==> config.mk <==
export PLATFORM = sky130hd
export DESIGN_NAME = cpw_unit
export DESIGN_NICKNAME = d
export VERILOG_FILES = /design/src/logic/cpw_pkg.sv /design/src/logic/cpw_timebase.sv /design/src/logic/cpw_unit.sv
export VERILOG_INCLUDE_DIRS = /design/src /design/src/logic
export SDC_FILE = /design/constraint.sdc
export NUM_CORES = 1
export LEC_CHECK = 0
export ABC_AREA = 1
export BUFFER_PORTS_ARGS = -buffer_cell sky130_fd_sc_hd__buf_2
export CORE_UTILIZATION = 35
export CTS_CLUSTER_SIZE = 30
export DETAILED_ROUTE_END_ITERATION = 8
export SLEW_MARGIN = 0
export SYNTH_ARGS = -nofsm -noshare
export SYNTH_HDL_FRONTEND = slang
export SYNTH_SLANG_ARGS = --single-unit
==> constraint.sdc <==
create_clock -name i_clock -period 2.36 [get_ports i_clock]
set_clock_uncertainty 0.15 [all_clocks]
set_input_delay 0 -clock i_clock [delete_from_list [all_inputs] [get_ports i_clock]]
set_output_delay 0 -clock i_clock [all_outputs]
set_load 0.005 [all_outputs]
==> src/logic/cpw_defs.svh <==
`ifndef CPW_DEFS_SVH
`define CPW_DEFS_SVH

// ****************************************
// mode select encodings
// ****************************************
`define CPW_MODE_OFF 4'h0
`define CPW_MODE_CAP_FALL 4'h4
`define CPW_MODE_CAP_RISE 4'h5
`define CPW_MODE_CAP_4TH 4'h6
`define CPW_MODE_CAP_16TH 4'h7
`define CPW_MODE_CMP_SET 4'h8
`define CPW_MODE_CMP_CLR 4'h9
`define CPW_MODE_CMP_SOFT 4'hA
`define CPW_MODE_CMP_TRIG 4'hB
`define CPW_MODE_CAP_TOP 2'h1
`define CPW_MODE_CMP_TOP 2'h2
`define CPW_MODE_PWM_TOP 2'h3
`define CPW_PWM_LOW_BIT 1

// ****************************************
// field positions and reset values
// ****************************************
`define CPW_CTRL_DUTY_MSB 5
`define CPW_CTRL_DUTY_LSB 4
`define CPW_CTRL_RESET 6'h00
`define CPW_VALUE_RESET 16'h0000
`define CPW_LATCH_RESET 2'h0

// ****************************************
// timing counts
// ****************************************
`define CPW_CAP_4TH_LAST 4'h3
`define CPW_CAP_16TH_LAST 4'hF
`define CPW_CLOCKS_PER_TICK 6'h04
`define CPW_PS_1 2'h0
`define CPW_PS_4 2'h1
`define CPW_PRE_LAST_1 6'h03
`define CPW_PRE_LAST_4 6'h0F
`define CPW_PRE_LAST_16 6'h3F

`endif

==> src/logic/cpw_pkg.sv <==
package cpw_pkg;

	typedef struct packed {
		logic [1:0] duty_low_bits;
		logic [3:0] mode_select_field;
	} cpw_ctrl_t;

	typedef struct packed {
		logic level;
		logic drive;
	} cpw_pin_t;

	typedef struct packed {
		logic [7:0] count;
		logic [1:0] phase;
	} cpw_timebase_t;

endpackage

==> src/logic/cpw_timebase.sv <==
`include "cpw_defs.svh"

module cpw_timebase
(
	input wire logic i_clock,
	input wire logic i_rst,
	input wire logic i_run,
	input wire logic [1:0] i_prescale,
	input wire logic [7:0] i_period,
	output cpw_pkg::cpw_timebase_t o_base,
	output logic o_wrap
);
	import cpw_pkg::*;

	logic [5:0] pre;
	logic [7:0] count;
	logic [5:0] next_pre;
	logic [7:0] next_count;
	logic inc;

	// ****************************************
	// prescaler helpers
	// ****************************************
	function automatic logic [5:0] pre_last(input logic [1:0] ps);
		unique case (ps)
			`CPW_PS_1: pre_last = `CPW_PRE_LAST_1;
			`CPW_PS_4: pre_last = `CPW_PRE_LAST_4;
			default: pre_last = `CPW_PRE_LAST_16;
		endcase
	endfunction

	// top two prescaler bits extend the count; at 1:1 that is the clock phase
	function automatic logic [1:0] phase_of(input logic [1:0] ps, input logic [5:0] p);
		unique case (ps)
			`CPW_PS_1: phase_of = p[1:0];
			`CPW_PS_4: phase_of = p[3:2];
			default: phase_of = p[5:4];
		endcase
	endfunction

	// ****************************************
	// period counter
	// ****************************************
	always_comb
	begin
		// period is (period+1) * 4 clocks * prescale; no postscaler here
		inc = i_run && (pre == pre_last(i_prescale));
		o_wrap = inc && (count == i_period);
		next_pre = pre;
		next_count = count;
		if (i_run) // sleep holds both counters
		begin
			next_pre = inc ? 6'h00 : pre + 6'h01;
			if (o_wrap)
				next_count = 8'h00;
			else if (inc)
				next_count = count + 8'h01;
		end
		o_base.count = count;
		o_base.phase = phase_of(i_prescale, pre);
	end

	always_ff @(posedge i_clock or posedge i_rst)
	begin
		if (i_rst)
		begin
			pre <= 6'h00;
			count <= 8'h00;
		end
		else
		begin
			pre <= next_pre;
			count <= next_count;
		end
	end
endmodule // cpw_timebase

==> src/logic/cpw_unit.sv <==
`include "cpw_defs.svh"

module cpw_unit
(
	input wire logic i_clock,
	input wire logic i_rst,
	input wire logic i_ctrl_wr,
	input cpw_pkg::cpw_ctrl_t i_ctrl_data,
	input wire logic i_value_low_wr,
	input wire logic i_value_high_wr,
	input wire logic [7:0] i_value_data,
	input wire logic i_flag_clear,
	input wire logic [15:0] i_timer_one_count,
	input wire logic i_timer_one_tick,
	input wire logic i_adc_enabled,
	input wire logic i_timer_two_on,
	input wire logic [1:0] i_timer_two_prescale,
	input wire logic [7:0] i_timer_two_period,
	input wire logic i_sleep,
	input wire logic i_pin,
	output cpw_pkg::cpw_ctrl_t o_ctrl,
	output logic [15:0] o_compare_value,
	output logic o_event_flag,
	output logic o_special_trigger,
	output logic o_adc_start,
	output logic o_timer_one_reset,
	output logic [7:0] o_timer_two_count,
	output logic o_pin_out,
	output logic o_pin_oe
);
	import cpw_pkg::*;

	cpw_ctrl_t ctrl;
	logic [15:0] value;
	logic flag;
	logic [3:0] cap_pre;
	logic pin_prev;
	logic cmp_latch;
	logic match_prev;
	logic trigger;
	logic adc_start;
	logic pend;
	logic pwm_level;
	logic [1:0] duty_latch;
	logic [7:0] t2_count;
	cpw_pin_t pin;

	cpw_ctrl_t next_ctrl;
	logic [15:0] next_value;
	logic next_flag;
	logic [3:0] next_cap_pre;
	logic next_cmp_latch;
	logic next_match_prev;
	logic next_trigger;
	logic next_adc_start;
	logic next_pend;
	logic next_pwm_level;
	logic [1:0] next_duty_latch;
	cpw_pin_t next_pin;

	logic [3:0] mode;
	logic is_cap;
	logic is_cmp;
	logic is_pwm;
	logic rise;
	logic fall;
	logic cap_ev;
	logic match;
	logic match_rise;
	logic wrap;
	logic [9:0] duty_new;
	cpw_timebase_t base;

	// ****************************************
	// mode decode
	// ****************************************
	function automatic logic mode_top(input logic [3:0] m, input logic [1:0] top);
		mode_top = (m[3:2] == top);
	endfunction

	function automatic cpw_pin_t pin_of(input logic [3:0] m, input logic latch, input logic level);
		pin_of.level = 1'b0;
		pin_of.drive = 1'b0;
		if (m == `CPW_MODE_CMP_SET || m == `CPW_MODE_CMP_CLR)
		begin
			pin_of.level = latch;
			pin_of.drive = 1'b1;
		end
		else if (mode_top(m, `CPW_MODE_PWM_TOP))
		begin
			pin_of.level = level ^ m[`CPW_PWM_LOW_BIT];
			pin_of.drive = 1'b1;
		end
	endfunction

	cpw_timebase u_timebase
	(
		.i_clock(i_clock),
		.i_rst(i_rst),
		.i_run(i_timer_two_on && !i_sleep),
		.i_prescale(i_timer_two_prescale),
		.i_period(i_timer_two_period),
		.o_base(base),
		.o_wrap(wrap)
	);

	// ****************************************
	// next state
	// ****************************************
	always_comb
	begin
		mode = ctrl.mode_select_field;
		is_cap = mode_top(mode, `CPW_MODE_CAP_TOP);
		is_cmp = mode_top(mode, `CPW_MODE_CMP_TOP);
		is_pwm = mode_top(mode, `CPW_MODE_PWM_TOP);
		rise = !pin_prev && i_pin;
		fall = pin_prev && !i_pin;
		match = (value == i_timer_one_count);
		match_rise = is_cmp && match && !match_prev;
		duty_new = {value[7:0], ctrl.duty_low_bits};
		unique case (mode)
			`CPW_MODE_CAP_FALL: cap_ev = fall;
			`CPW_MODE_CAP_RISE: cap_ev = rise;
			`CPW_MODE_CAP_4TH: cap_ev = rise && (cap_pre == `CPW_CAP_4TH_LAST);
			`CPW_MODE_CAP_16TH: cap_ev = rise && (cap_pre == `CPW_CAP_16TH_LAST);
			default: cap_ev = 1'b0;
		endcase

		next_ctrl = i_ctrl_wr ? i_ctrl_data : ctrl;
		next_value = value;
		next_flag = flag;
		next_cap_pre = cap_pre;
		next_cmp_latch = cmp_latch;
		next_match_prev = is_cmp && match;
		next_trigger = 1'b0;
		next_adc_start = 1'b0;
		next_pend = pend;
		next_pwm_level = pwm_level;
		next_duty_latch = duty_latch;

		// writes land in the low byte unless a capture event loads the value; high byte is locked in PWM
		if (i_value_low_wr)
			next_value[7:0] = i_value_data;
		if (i_value_high_wr && !is_pwm)
			next_value[15:8] = i_value_data;

		// counter clears on each capture and when leaving capture, not between settings
		if (!is_cap)
			next_cap_pre = 4'h0;
		else if (cap_ev)
			next_cap_pre = 4'h0;
		else if (rise)
			next_cap_pre = cap_pre + 4'h1;

		if (mode == `CPW_MODE_OFF)
		begin
			next_cmp_latch = 1'b0;
			next_pend = 1'b0;
			next_pwm_level = 1'b0;
			next_duty_latch = `CPW_LATCH_RESET;
		end

		if (cap_ev)
			next_value = i_timer_one_count;

		if (match_rise)
		begin
			if (mode == `CPW_MODE_CMP_SET)
				next_cmp_latch = 1'b1;
			else if (mode == `CPW_MODE_CMP_CLR)
				next_cmp_latch = 1'b0;
			else if (mode == `CPW_MODE_CMP_TRIG)
			begin
				next_trigger = 1'b1;
				next_adc_start = i_adc_enabled;
			end
		end

		// timer reset waits for the timer clock edge; a lost match withdraws it
		if (mode != `CPW_MODE_CMP_TRIG || !match)
			next_pend = 1'b0;
		else if (match_rise)
			next_pend = 1'b1;
		else if (i_timer_one_tick)
			next_pend = 1'b0;

		if (is_pwm)
		begin
			if (wrap)
			begin
				next_pwm_level = (duty_new != 10'h000);
				next_value[15:8] = value[7:0];
				next_duty_latch = ctrl.duty_low_bits;
			end
			else if ({base.count, base.phase} == {value[15:8], duty_latch})
				next_pwm_level = 1'b0;
			// a duty beyond the period never matches, so the pin just stays
		end
		else
			next_pwm_level = 1'b0;

		// set wins over a clear in the same cycle
		if (cap_ev || match_rise)
			next_flag = 1'b1;
		else if (i_flag_clear)
			next_flag = 1'b0;

		// pin follows the next mode so a zero write releases it with the control
		next_pin = pin_of(next_ctrl.mode_select_field, next_cmp_latch, next_pwm_level);
	end

	// ****************************************
	// state registers
	// ****************************************
	always_ff @(posedge i_clock or posedge i_rst)
	begin
		if (i_rst)
		begin
			ctrl <= `CPW_CTRL_RESET;
			value <= `CPW_VALUE_RESET;
			flag <= 1'b0;
			cap_pre <= 4'h0;
			pin_prev <= 1'b0;
			cmp_latch <= 1'b0;
			match_prev <= 1'b0;
			trigger <= 1'b0;
			adc_start <= 1'b0;
			pend <= 1'b0;
			pwm_level <= 1'b0;
			duty_latch <= `CPW_LATCH_RESET;
			t2_count <= 8'h00;
			pin <= '0;
		end
		else
		begin
			ctrl <= next_ctrl;
			value <= next_value;
			flag <= next_flag;
			cap_pre <= next_cap_pre;
			pin_prev <= i_pin;
			cmp_latch <= next_cmp_latch;
			match_prev <= next_match_prev;
			trigger <= next_trigger;
			adc_start <= next_adc_start;
			pend <= next_pend;
			pwm_level <= next_pwm_level;
			duty_latch <= next_duty_latch;
			t2_count <= base.count;
			pin <= next_pin;
		end
	end

	// the reset line is separate from any overflow path, so no overflow flag
	assign o_ctrl = ctrl;
	assign o_compare_value = value;
	assign o_event_flag = flag;
	assign o_special_trigger = trigger;
	assign o_adc_start = adc_start;
	assign o_timer_one_reset = pend;
	assign o_timer_two_count = t2_count;
	assign o_pin_out = pin.level;
	assign o_pin_oe = pin.drive;
endmodule // cpw_unit

# == After elaboration in Yosys (flattened, before gate mapping) ==
# Index checks and enable logic that the tools add are counted.
# op_classes
add_sub_neg,3
eq_ne,22
mux,42
bitwise,1
reduce_logical,27
# ops
op,n
8-bit 2-to-1 mux,6
4-bit == test (second input constant),6
1-bit 2-to-1 mux,22
16-bit == test,1
4-bit by 3-bit == test with 1-bit output (second input constant),4
16-bit 2-to-1 mux,1
4-bit 2-to-1 mux,4
6-bit one-hot mux with 2 select lines,1
10-bit == test,1
1-bit logical AND,10
2-bit 2-to-1 mux,5
10-bit nonzero test,1
8-bit by 1-bit adder with 8-bit output (second input constant),1
8-bit == test,1
6-bit by 1-bit adder with 6-bit output (second input constant),1
2-bit == test (second input constant),3
6-bit == test,1
1-bit zero test,6
6-bit 2-to-1 mux,1
2-bit nonzero test,3
4-bit by 1-bit adder with 4-bit output (second input constant),1
2-bit by 1-bit == test with 1-bit output (second input constant),2
4-bit by 2-bit == test with 1-bit output (second input constant),1
4-bit zero test,1
9 further kinds,11
# totals
register_bits,60
output_inout_bits,36
elab_cells,114

# == Logic depth before layout (Yosys ltp) ==
# Gate-level depths: netlist of the first run.
# logic_depth
word_depth,10
ltp_mapped,13
depth_no_buf,13

# == Cells and area by module ==
# From an unflattened synthesis of the first run, not the netlist that was laid out.
# unflattened
cells_unflattened,495
area_unflattened_um2,3560.9
# by_module_without_submodules
module,instances,cells_per_inst,area_per_inst_um2
cpw_unit,1,354,2591.2
cpw_timebase,1,141,969.7

# == Worst setup path before layout of the first run ==
# No wires, ideal clock.
# synth_path
path_type,reg-to-reg
from,register u_timebase.pre[1]
to,register u_timebase.count[7]
setup_time_ns,0.119
t_arrival_ns,1.505
t_required_ns,2.091
path_slack_ns,0.586
stages_incl_launch_ff,12
n_path_buf,1
synth_period_minus_slack_ns,1.774
path_cell_list,dfrtp_1 -> ha_1 -> inv_1 -> nor2_2 -> nand3_1 -> nor2_2 -> buf_6 -> nand3_4 -> nor3_4 -> nand3_1 -> nand2_1 -> nor2_1
# synth_via
elab_chain_cells,5
elab_cells_between_ends,6
# synth_rtl
item,line_no,text
"start, declared",cpw_timebase.sv:15,logic [5:0] pre;
"start signal, assigned",cpw_timebase.sv:72,pre <= next_pre;
6-bit == test *,cpw_timebase.sv:47,inc = i_run && (pre == pre_last(i_prescale));
1-bit logical AND *,cpw_timebase.sv:47,
1-bit logical AND,cpw_timebase.sv:48,o_wrap = inc && (count == i_period);
2-bit nonzero test (no source line),--,
2-bit AND reduction (no source line),--,
"end signal, assigned",cpw_timebase.sv:73,count <= next_count;
"end, declared",cpw_timebase.sv:16,logic [7:0] count;
# Every way passes the cells marked *; elsewhere a longest branch is shown, timed or not.
# A chain may end at the register's enable or synchronous reset.

# == Worst setup path after layout of the first run ==
# layout_path
from,register ctrl (netlist bit mode[0])
to,"register value[6], in the netlist o_compare_value[6]"
# layout_via
elab_chain_cells,3
elab_cells_between_ends,7
# layout_rtl
item,line_no,text
"start, declared",cpw_unit.sv:33,cpw_ctrl_t ctrl;
"start signal, assigned",cpw_unit.sv:219,ctrl <= `CPW_CTRL_RESET;
"start signal, assigned",cpw_unit.sv:236,ctrl <= next_ctrl;
4-bit by 3-bit == test with 1-bit output,cpw_unit.sv:121,unique case (mode)
1-bit one-hot mux with 4 select lines *,cpw_unit.sv:121,
16-bit 2-to-1 mux or 2-bit nonzero test (tied branches),--,
"end signal, assigned",cpw_unit.sv:220,value <= `CPW_VALUE_RESET;
"end signal, assigned",cpw_unit.sv:237,value <= next_value;
"end, declared",cpw_unit.sv:34,logic [15:0] value;
# Marks and branches as above.

==> metrics.txt, run 1 <==
Area contributors post-synth dfrtp_1 (42%), nand2_1 (15%), inv_1 (8.9%), nand3_1 (4.7%), nor2_1 (4.5%); Psw between 1 and 1.5 mW; share of the synthesized area in the top cell type 42.43%; worst skew pair latency about 0.36 ns; Logic pwr share approximately 29%; final setup violating endpoints 0; vias 3,687; initial antenna violation count 0; detailed placement HPWL 7.000 mm; Max-Cap Viols 0; I/O Buffers 86; # nets final 696; Pre-antenna DRT Iters 5; CTS root buf clkbuf_8; # IOs 87; WL final around 10 mm; H-tree level count 3; Reg power frac approximately 40%; GRT Total Usage 20.38%; Syn Nets 542; # DRC 0; kind of critical path reg -> reg; Power Internal between 2 and 2.5 mW; P&R area growth vs syn 41.23%; Yosys top cell by area dfrtp_1; multi-input logic area about 0.0017 mm²; Sw Ratio between 30% and 40%; clock share of power between 30% and 40%; Least-Margin Pin Slew 0.7839 ns; Avg WL per Cell between 10 and 15 µm; grt ovf 0; antenna viol nets, final 0; Hold Violations, Final 0; Antenna Cells 0; clk slew on worst S/H paths around 0.08 ns; Slew HR between 40 and 50%; max-slew violations 0; Netlist cell types 35; Core ar. about 0.01 mm²; Die Width 102.5 µm; pwr dens 696.1 mW/mm²; synthesized cell area between 0.003 and 0.004 mm²; setup TNS 0 ns; fmax 0.4464 GHz; Mapped Cells 488; filler cell count 970; vias per cell between 4 and 5; Tmin final between 2 and 2.5 ns; crit path DAT 2.33 ns; mean post-synth cell area around 7.3 µm²; flops & latches, synth 60; Iter 0 DRT Violations 210; hold_ws around 0.024 ns; Die Ht 102.5 µm; Placer Congestion 0.8317; register area about 0.0015 mm²; die area approximately 0.011 mm²; fraction of layout cells with a size suffix above 1 between 20% and 30%; Setup WS pre-CTS approximately 0.23 ns; Power, Total approximately 3.5 mW; Row Count 36; CTS Buf Count 9; clock buffer depth 2; Clock Sinks 60; sequential share of the synthesized area 42.43%; Worst setup EP type register; critical-path maximum fanout 9; CTS tree yes; largest net degree at the start of global routing approximately 60; Initial Util between 30 and 40%; CP Launch Type register; global-route wire length before repair approximately 16 mm; final setup margin between 0.1 and 0.15 ns; YS warnings 0; Hold Path Class in -> reg; period utilisation layout 94.91%; maximum VDD drop around 380 µV; vias in the first global route 3,481; Data required, critical path approximately 2.5 ns; P_leak 2.612 nW; status finished clean
metrics by stage:
step,instances,utilization (%),cell area [µm²]
final,780,51.13,4997
after CTS,777,50.36,4922
after detailed placement,702,42.03,4108
after global routing,780,51.13,4997
after global placement,702,42.03,4108
after floorplan,488,-,3538
routing by layer:
metal / vias to the layer above / GRT usage (%) / part of all wire, %
met4: 0 / 6.264 / 2.2
li1: 1864 / - / -
met3: 19 / 5.017 / 5.4
met2: 116 / 32.82 / 46
met1: 1688 / 27.03 / 46
met5: - / 0 / 0
final cells by class:
cell class / instances / area share (%)
multi-input cells: 330 / 33.33
inverters: 89 / 6.685
clock buffers: 9 / 2.479
flip-flops and latches: 60 / 30.10
clock inverters: 7 / 2.003
well taps: 133 / 3.330
repair buffers: 152 / 22.08
registers in the layout (all words and copies together), names as in the netlist:
register / flops
o_compare_value: 16
o_timer_two_count: 8
u_timebase.count: 8
u_timebase.pre: 6
cap_pre: 4
mode: 4
duty_latch: 2
o_ctrl: 2
cmp_latch: 1
match_prev: 1
o_adc_start: 1
o_event_flag: 1
o_pin_oe: 1
o_pin_out: 1
o_special_trigger: 1
o_timer_one_reset: 1
pin_prev: 1
pwm_level: 1
worst max-delay path, cell delays in order (launching register included):
cell,delay [ns]
dfrtp_2,0.44
buf_4,0.15
inv_1,0.08
nand4_1,0.17
nand2_2,0.15
nand2_4,0.08
buf_4,0.19
nand3_1,0.06
dlygate4sd3_1,0.55
o221ai_1,0.10
cell usage in the layout (no fill, tap or decap), types with 13 or more instances in the layout:
cell           netlist  routed
o21ai_0             26      25
nor2_1              42      41
o211ai_1            13      13
dlygate4sd3_1        0      59
inv_1               84      83
dfrtp_1             60      58
nand2_1            137     135
buf_2                1      86
nand3_1             33      33
cells by family (layout without fill, tap and decap cells):
logic type                 count (synthesis)  count (layout)  synth area share (%)
adders and majority gates                  3               3                 1.061
buffers and inverters                     98             257                 11.07
xor gates and xnor gates                  12              12                 2.970
and+or+nand+nor                          250             250                 31.12
AOI/OAI and AO/OA                         65              65                 11.35
DFF                                       60              60                 42.43
path summary, 6_finish.rpt:
check	end	startpoint	slack [ns]	cells after the start
max	o_compare_value[6]	mode[0]	0.12	9
min	o_pin_out	i_ctrl_wr	0.02	5
max reg2reg	o_compare_value[6]	mode[0]	0.12	9
min reg2reg	o_timer_two_count[0]	u_timebase.count[0]	0.31	0
max in group asynchronous	mode[0]	i_rst	1.26	4
min in group asynchronous	o_ctrl[4]	i_rst	0.25	4
power by group through the flow:
stage                     Combinational, mW  Clock (mW)  Sequential (mW)
after floorplan                       0.599           0             1.37
after global placement                0.877           0             1.41
after detailed placement              0.888           0             1.41
after CTS                             0.988        1.09             1.39
after global routing                   1.15        1.15             1.43
final                                  1.00        1.08             1.40
synthesized netlist by cell type (all sizes together):
cell type / number
nor3: 13
a21oi: 8
inv: 89
clkbuf: 4
nand2: 139
o22ai: 1
o21bai: 1
dfrtp: 60
o31ai: 1
ha: 3
o21ai: 37
xnor2: 4
o211ai: 13
and3: 1
nor2: 45
or2: 1
o221ai: 4
buf: 5
nand4: 11
nand3: 34
nor4: 2
xor2: 8
nor3b: 4
timing repair:
action,4_1_cts,5_1_grt
endpoints found under the setup margin,0,11
setup buffers,0,2
hold endpoints to repair,95,0
hold buffers,59,0
gates resized for setup,0,11
(Power assumes the default switching activity.)
==> inputs of run 2 (changes only) <==
==> constraint.sdc (replaced) <==
create_clock -name i_clock -period 2.36 [get_ports i_clock]
set_clock_uncertainty 0.15 [all_clocks]
set_input_delay 0.118 -clock i_clock [delete_from_list [all_inputs] [get_ports i_clock]]
set_output_delay 0.118 -clock i_clock [all_outputs]
set_load 0.005 [all_outputs]
==> metrics.txt, run 2 (synthesis results as in run 1) <==
Max-Cap Viols 0; critical path launch point mode[0]; fmax around 0.45 GHz; worst skew pair latency between 0.3 and 0.4 ns; Row Count 36; WL final between 9 and 10 mm; final setup violating endpoints 0; P_leak ~2.5 nW; vias in the first global route roughly 3,400; detailed placement HPWL 7.239 mm; commonest non-fill, non-tap cells in the layout nand2_1 (137), buf_2 (86), inv_1 (83), dfrtp_1 (59), nor2_1 (42); slowest CP cell dlygate4sd3_1; Pre-antenna DRT Iters 4; setup TNS 0 ns; maximum VDD drop 247.7 µV; Die Ht around 100 µm; Antenna Cells 0; crit-path cells o21ai_0 -> nand4_1 -> nand2_1 -> nand2_1 -> nand2_1 -> nand2_1 -> buf_4 -> nand3_1 -> dlygate4sd3_1 -> o221ai_1; Slew HR 65.50%; Initial Util 36.20%; pwr dens between 700 and 800 mW/mm²; Iter 0 DRT Violations ~160; P&R area growth vs syn 33.56%; clk slew on worst S/H paths 0.07 ns; RR Startpoint mode[0]; CTS Buf Count 9; setup bufs post-CTS 0; kind of critical path reg -> reg; Least-Margin Pin Slew between 0.5 and 0.6 ns; largest net degree at the start of global routing 25; Worst setup EP type register; Largest register FFs 16; RSZ-0062 raised after global routing no; clock buffer depth 2; Reg2Reg Setup Slack 0.14 ns; CTS tree yes; global-route wire length before repair roughly 16 mm; CTS root buf clkbuf_8; Hold Violations, Final 0; Hold Path Class in -> reg; post-route cell area ~0.0047 mm²; Die Width a little over 100 µm; # IOs 87; fraction of layout cells with a size suffix above 1 between 20% and 30%; antenna viol nets, final 0; max-slew violations 0; # DRC 0; Core ar. roughly 0.0098 mm²; # nets final about 680; Tmin final roughly 2.2 ns; vias per cell roughly 4.6; grt ovf 0; Data required, critical path about 2.4 ns; most common cell after layout, fill and taps aside nand2_1; GRT Total Usage 19.77%; CP Launch Type register; I/O Buffers between 80 and 90; status finished clean; post-layout util between 40% and 50%; period utilisation layout 94.04%; Placer Congestion 0.8240; vias between 3,000 and 4,000; critical-path maximum fanout 9; die area roughly 0.011 mm²; Avg WL per Cell between 10 and 15 µm; Clock Sinks 60; slowest stage delay, CP 0.54 ns; crit path DAT roughly 2.3 ns; initial antenna violation count 0; worst r2r path cells 10; reg2reg end o_compare_value[4]; Worst Setup EP o_compare_value[4]; critical path's most frequent cell nand2_1; DP Area a little over 0.004 mm²; H-tree level count 3
-- run 2: cell types whose count changed in the layout (fill, tap and decap cells not counted), sizes merged --
cell         previous run  this run
dlygate4sd3            59        40
clkinv                  4         0
clkbuf                 10        13
buf                    92        91
bufinv                  2         1
inv                    90        89
-- run 2: how the worst min path moves through the flow --
stage                   start                 end  slack [ns]  depth (start not counted)
5_1_grt        i_value_low_wr  o_compare_value[1]        0.03                          3
3_5_place_dp            i_rst            o_pin_oe        0.01                          2
3_3_place_gp            i_rst            o_pin_oe       0.005                          2
2_1_floorplan           i_pin            pin_prev     -0.0006                          0
4_1_cts        i_value_low_wr  o_compare_value[7]       0.002                          3
6_report       i_value_low_wr  o_compare_value[7]       0.009                          3
-- run 2: critical path: cells and delay by family, from the launching register on --
family,cells,cell delay (ns)
flip-flops,1,0.44
AND/OR/NAND/NOR,6,0.51
buffers and inverters,2,0.73
AO/OA/AOI/OAI,2,0.27
-- run 2: power breakdown --
| part | internal (mW) | leakage [nW] | switching (mW) | total [mW] |
|---|---|---|---|---|
| registers | 1.21 | 0.727 | 0.189 | 1.39 |
| clock network | 0.592 | 0.108 | 0.406 | 0.998 |
| logic | 0.401 | 1.66 | 0.544 | 0.944 |
-- run 2: final cells by class --
cell class                 count  area (µm²)
fill                        1007        5049
timing repair buffer         131       868.3
inverter                      89       334.1
sequential                    60        1503
tap                          133       166.4
clock inverter                 1       30.03
multi-input combinational    330        1645
clock buffer                  13       178.9
-- run 2: repair_timing --
item	4_1_cts	5_1_grt
setup endpoints to repair	0	1
hold buffers	40	0
endpoints found under the hold margin	43	0
resized for setup	0	1
-- run 2: routing by layer --
layer  up-vias  track usage [%]  wire length, µm
met5         -                0                0
met4         0            5.495              106
met3         9            5.424              535
met2        90            32.87             4601
met1      1610            25.25             4402
li1       1811                -                -
-- run 2: through the flow --
step / setup slack [ns] / hold slack [ns] / total power, mW / cells
3_5_place_dp: 0.2358 / 0.009754 / 2.306 / 703
5_1_grt: 0.006647 / 0.02573 / 3.582 / 757
6_report: 0.1406 / 0.008746 / 3.336 / 757
4_1_cts: 0.1282 / 0.002026 / 3.364 / 757
2_1_floorplan: 0.5864 / -0.0005702 / 1.974 / 488
3_3_place_gp: 0.3116 / 0.004832 / 2.287 / 703
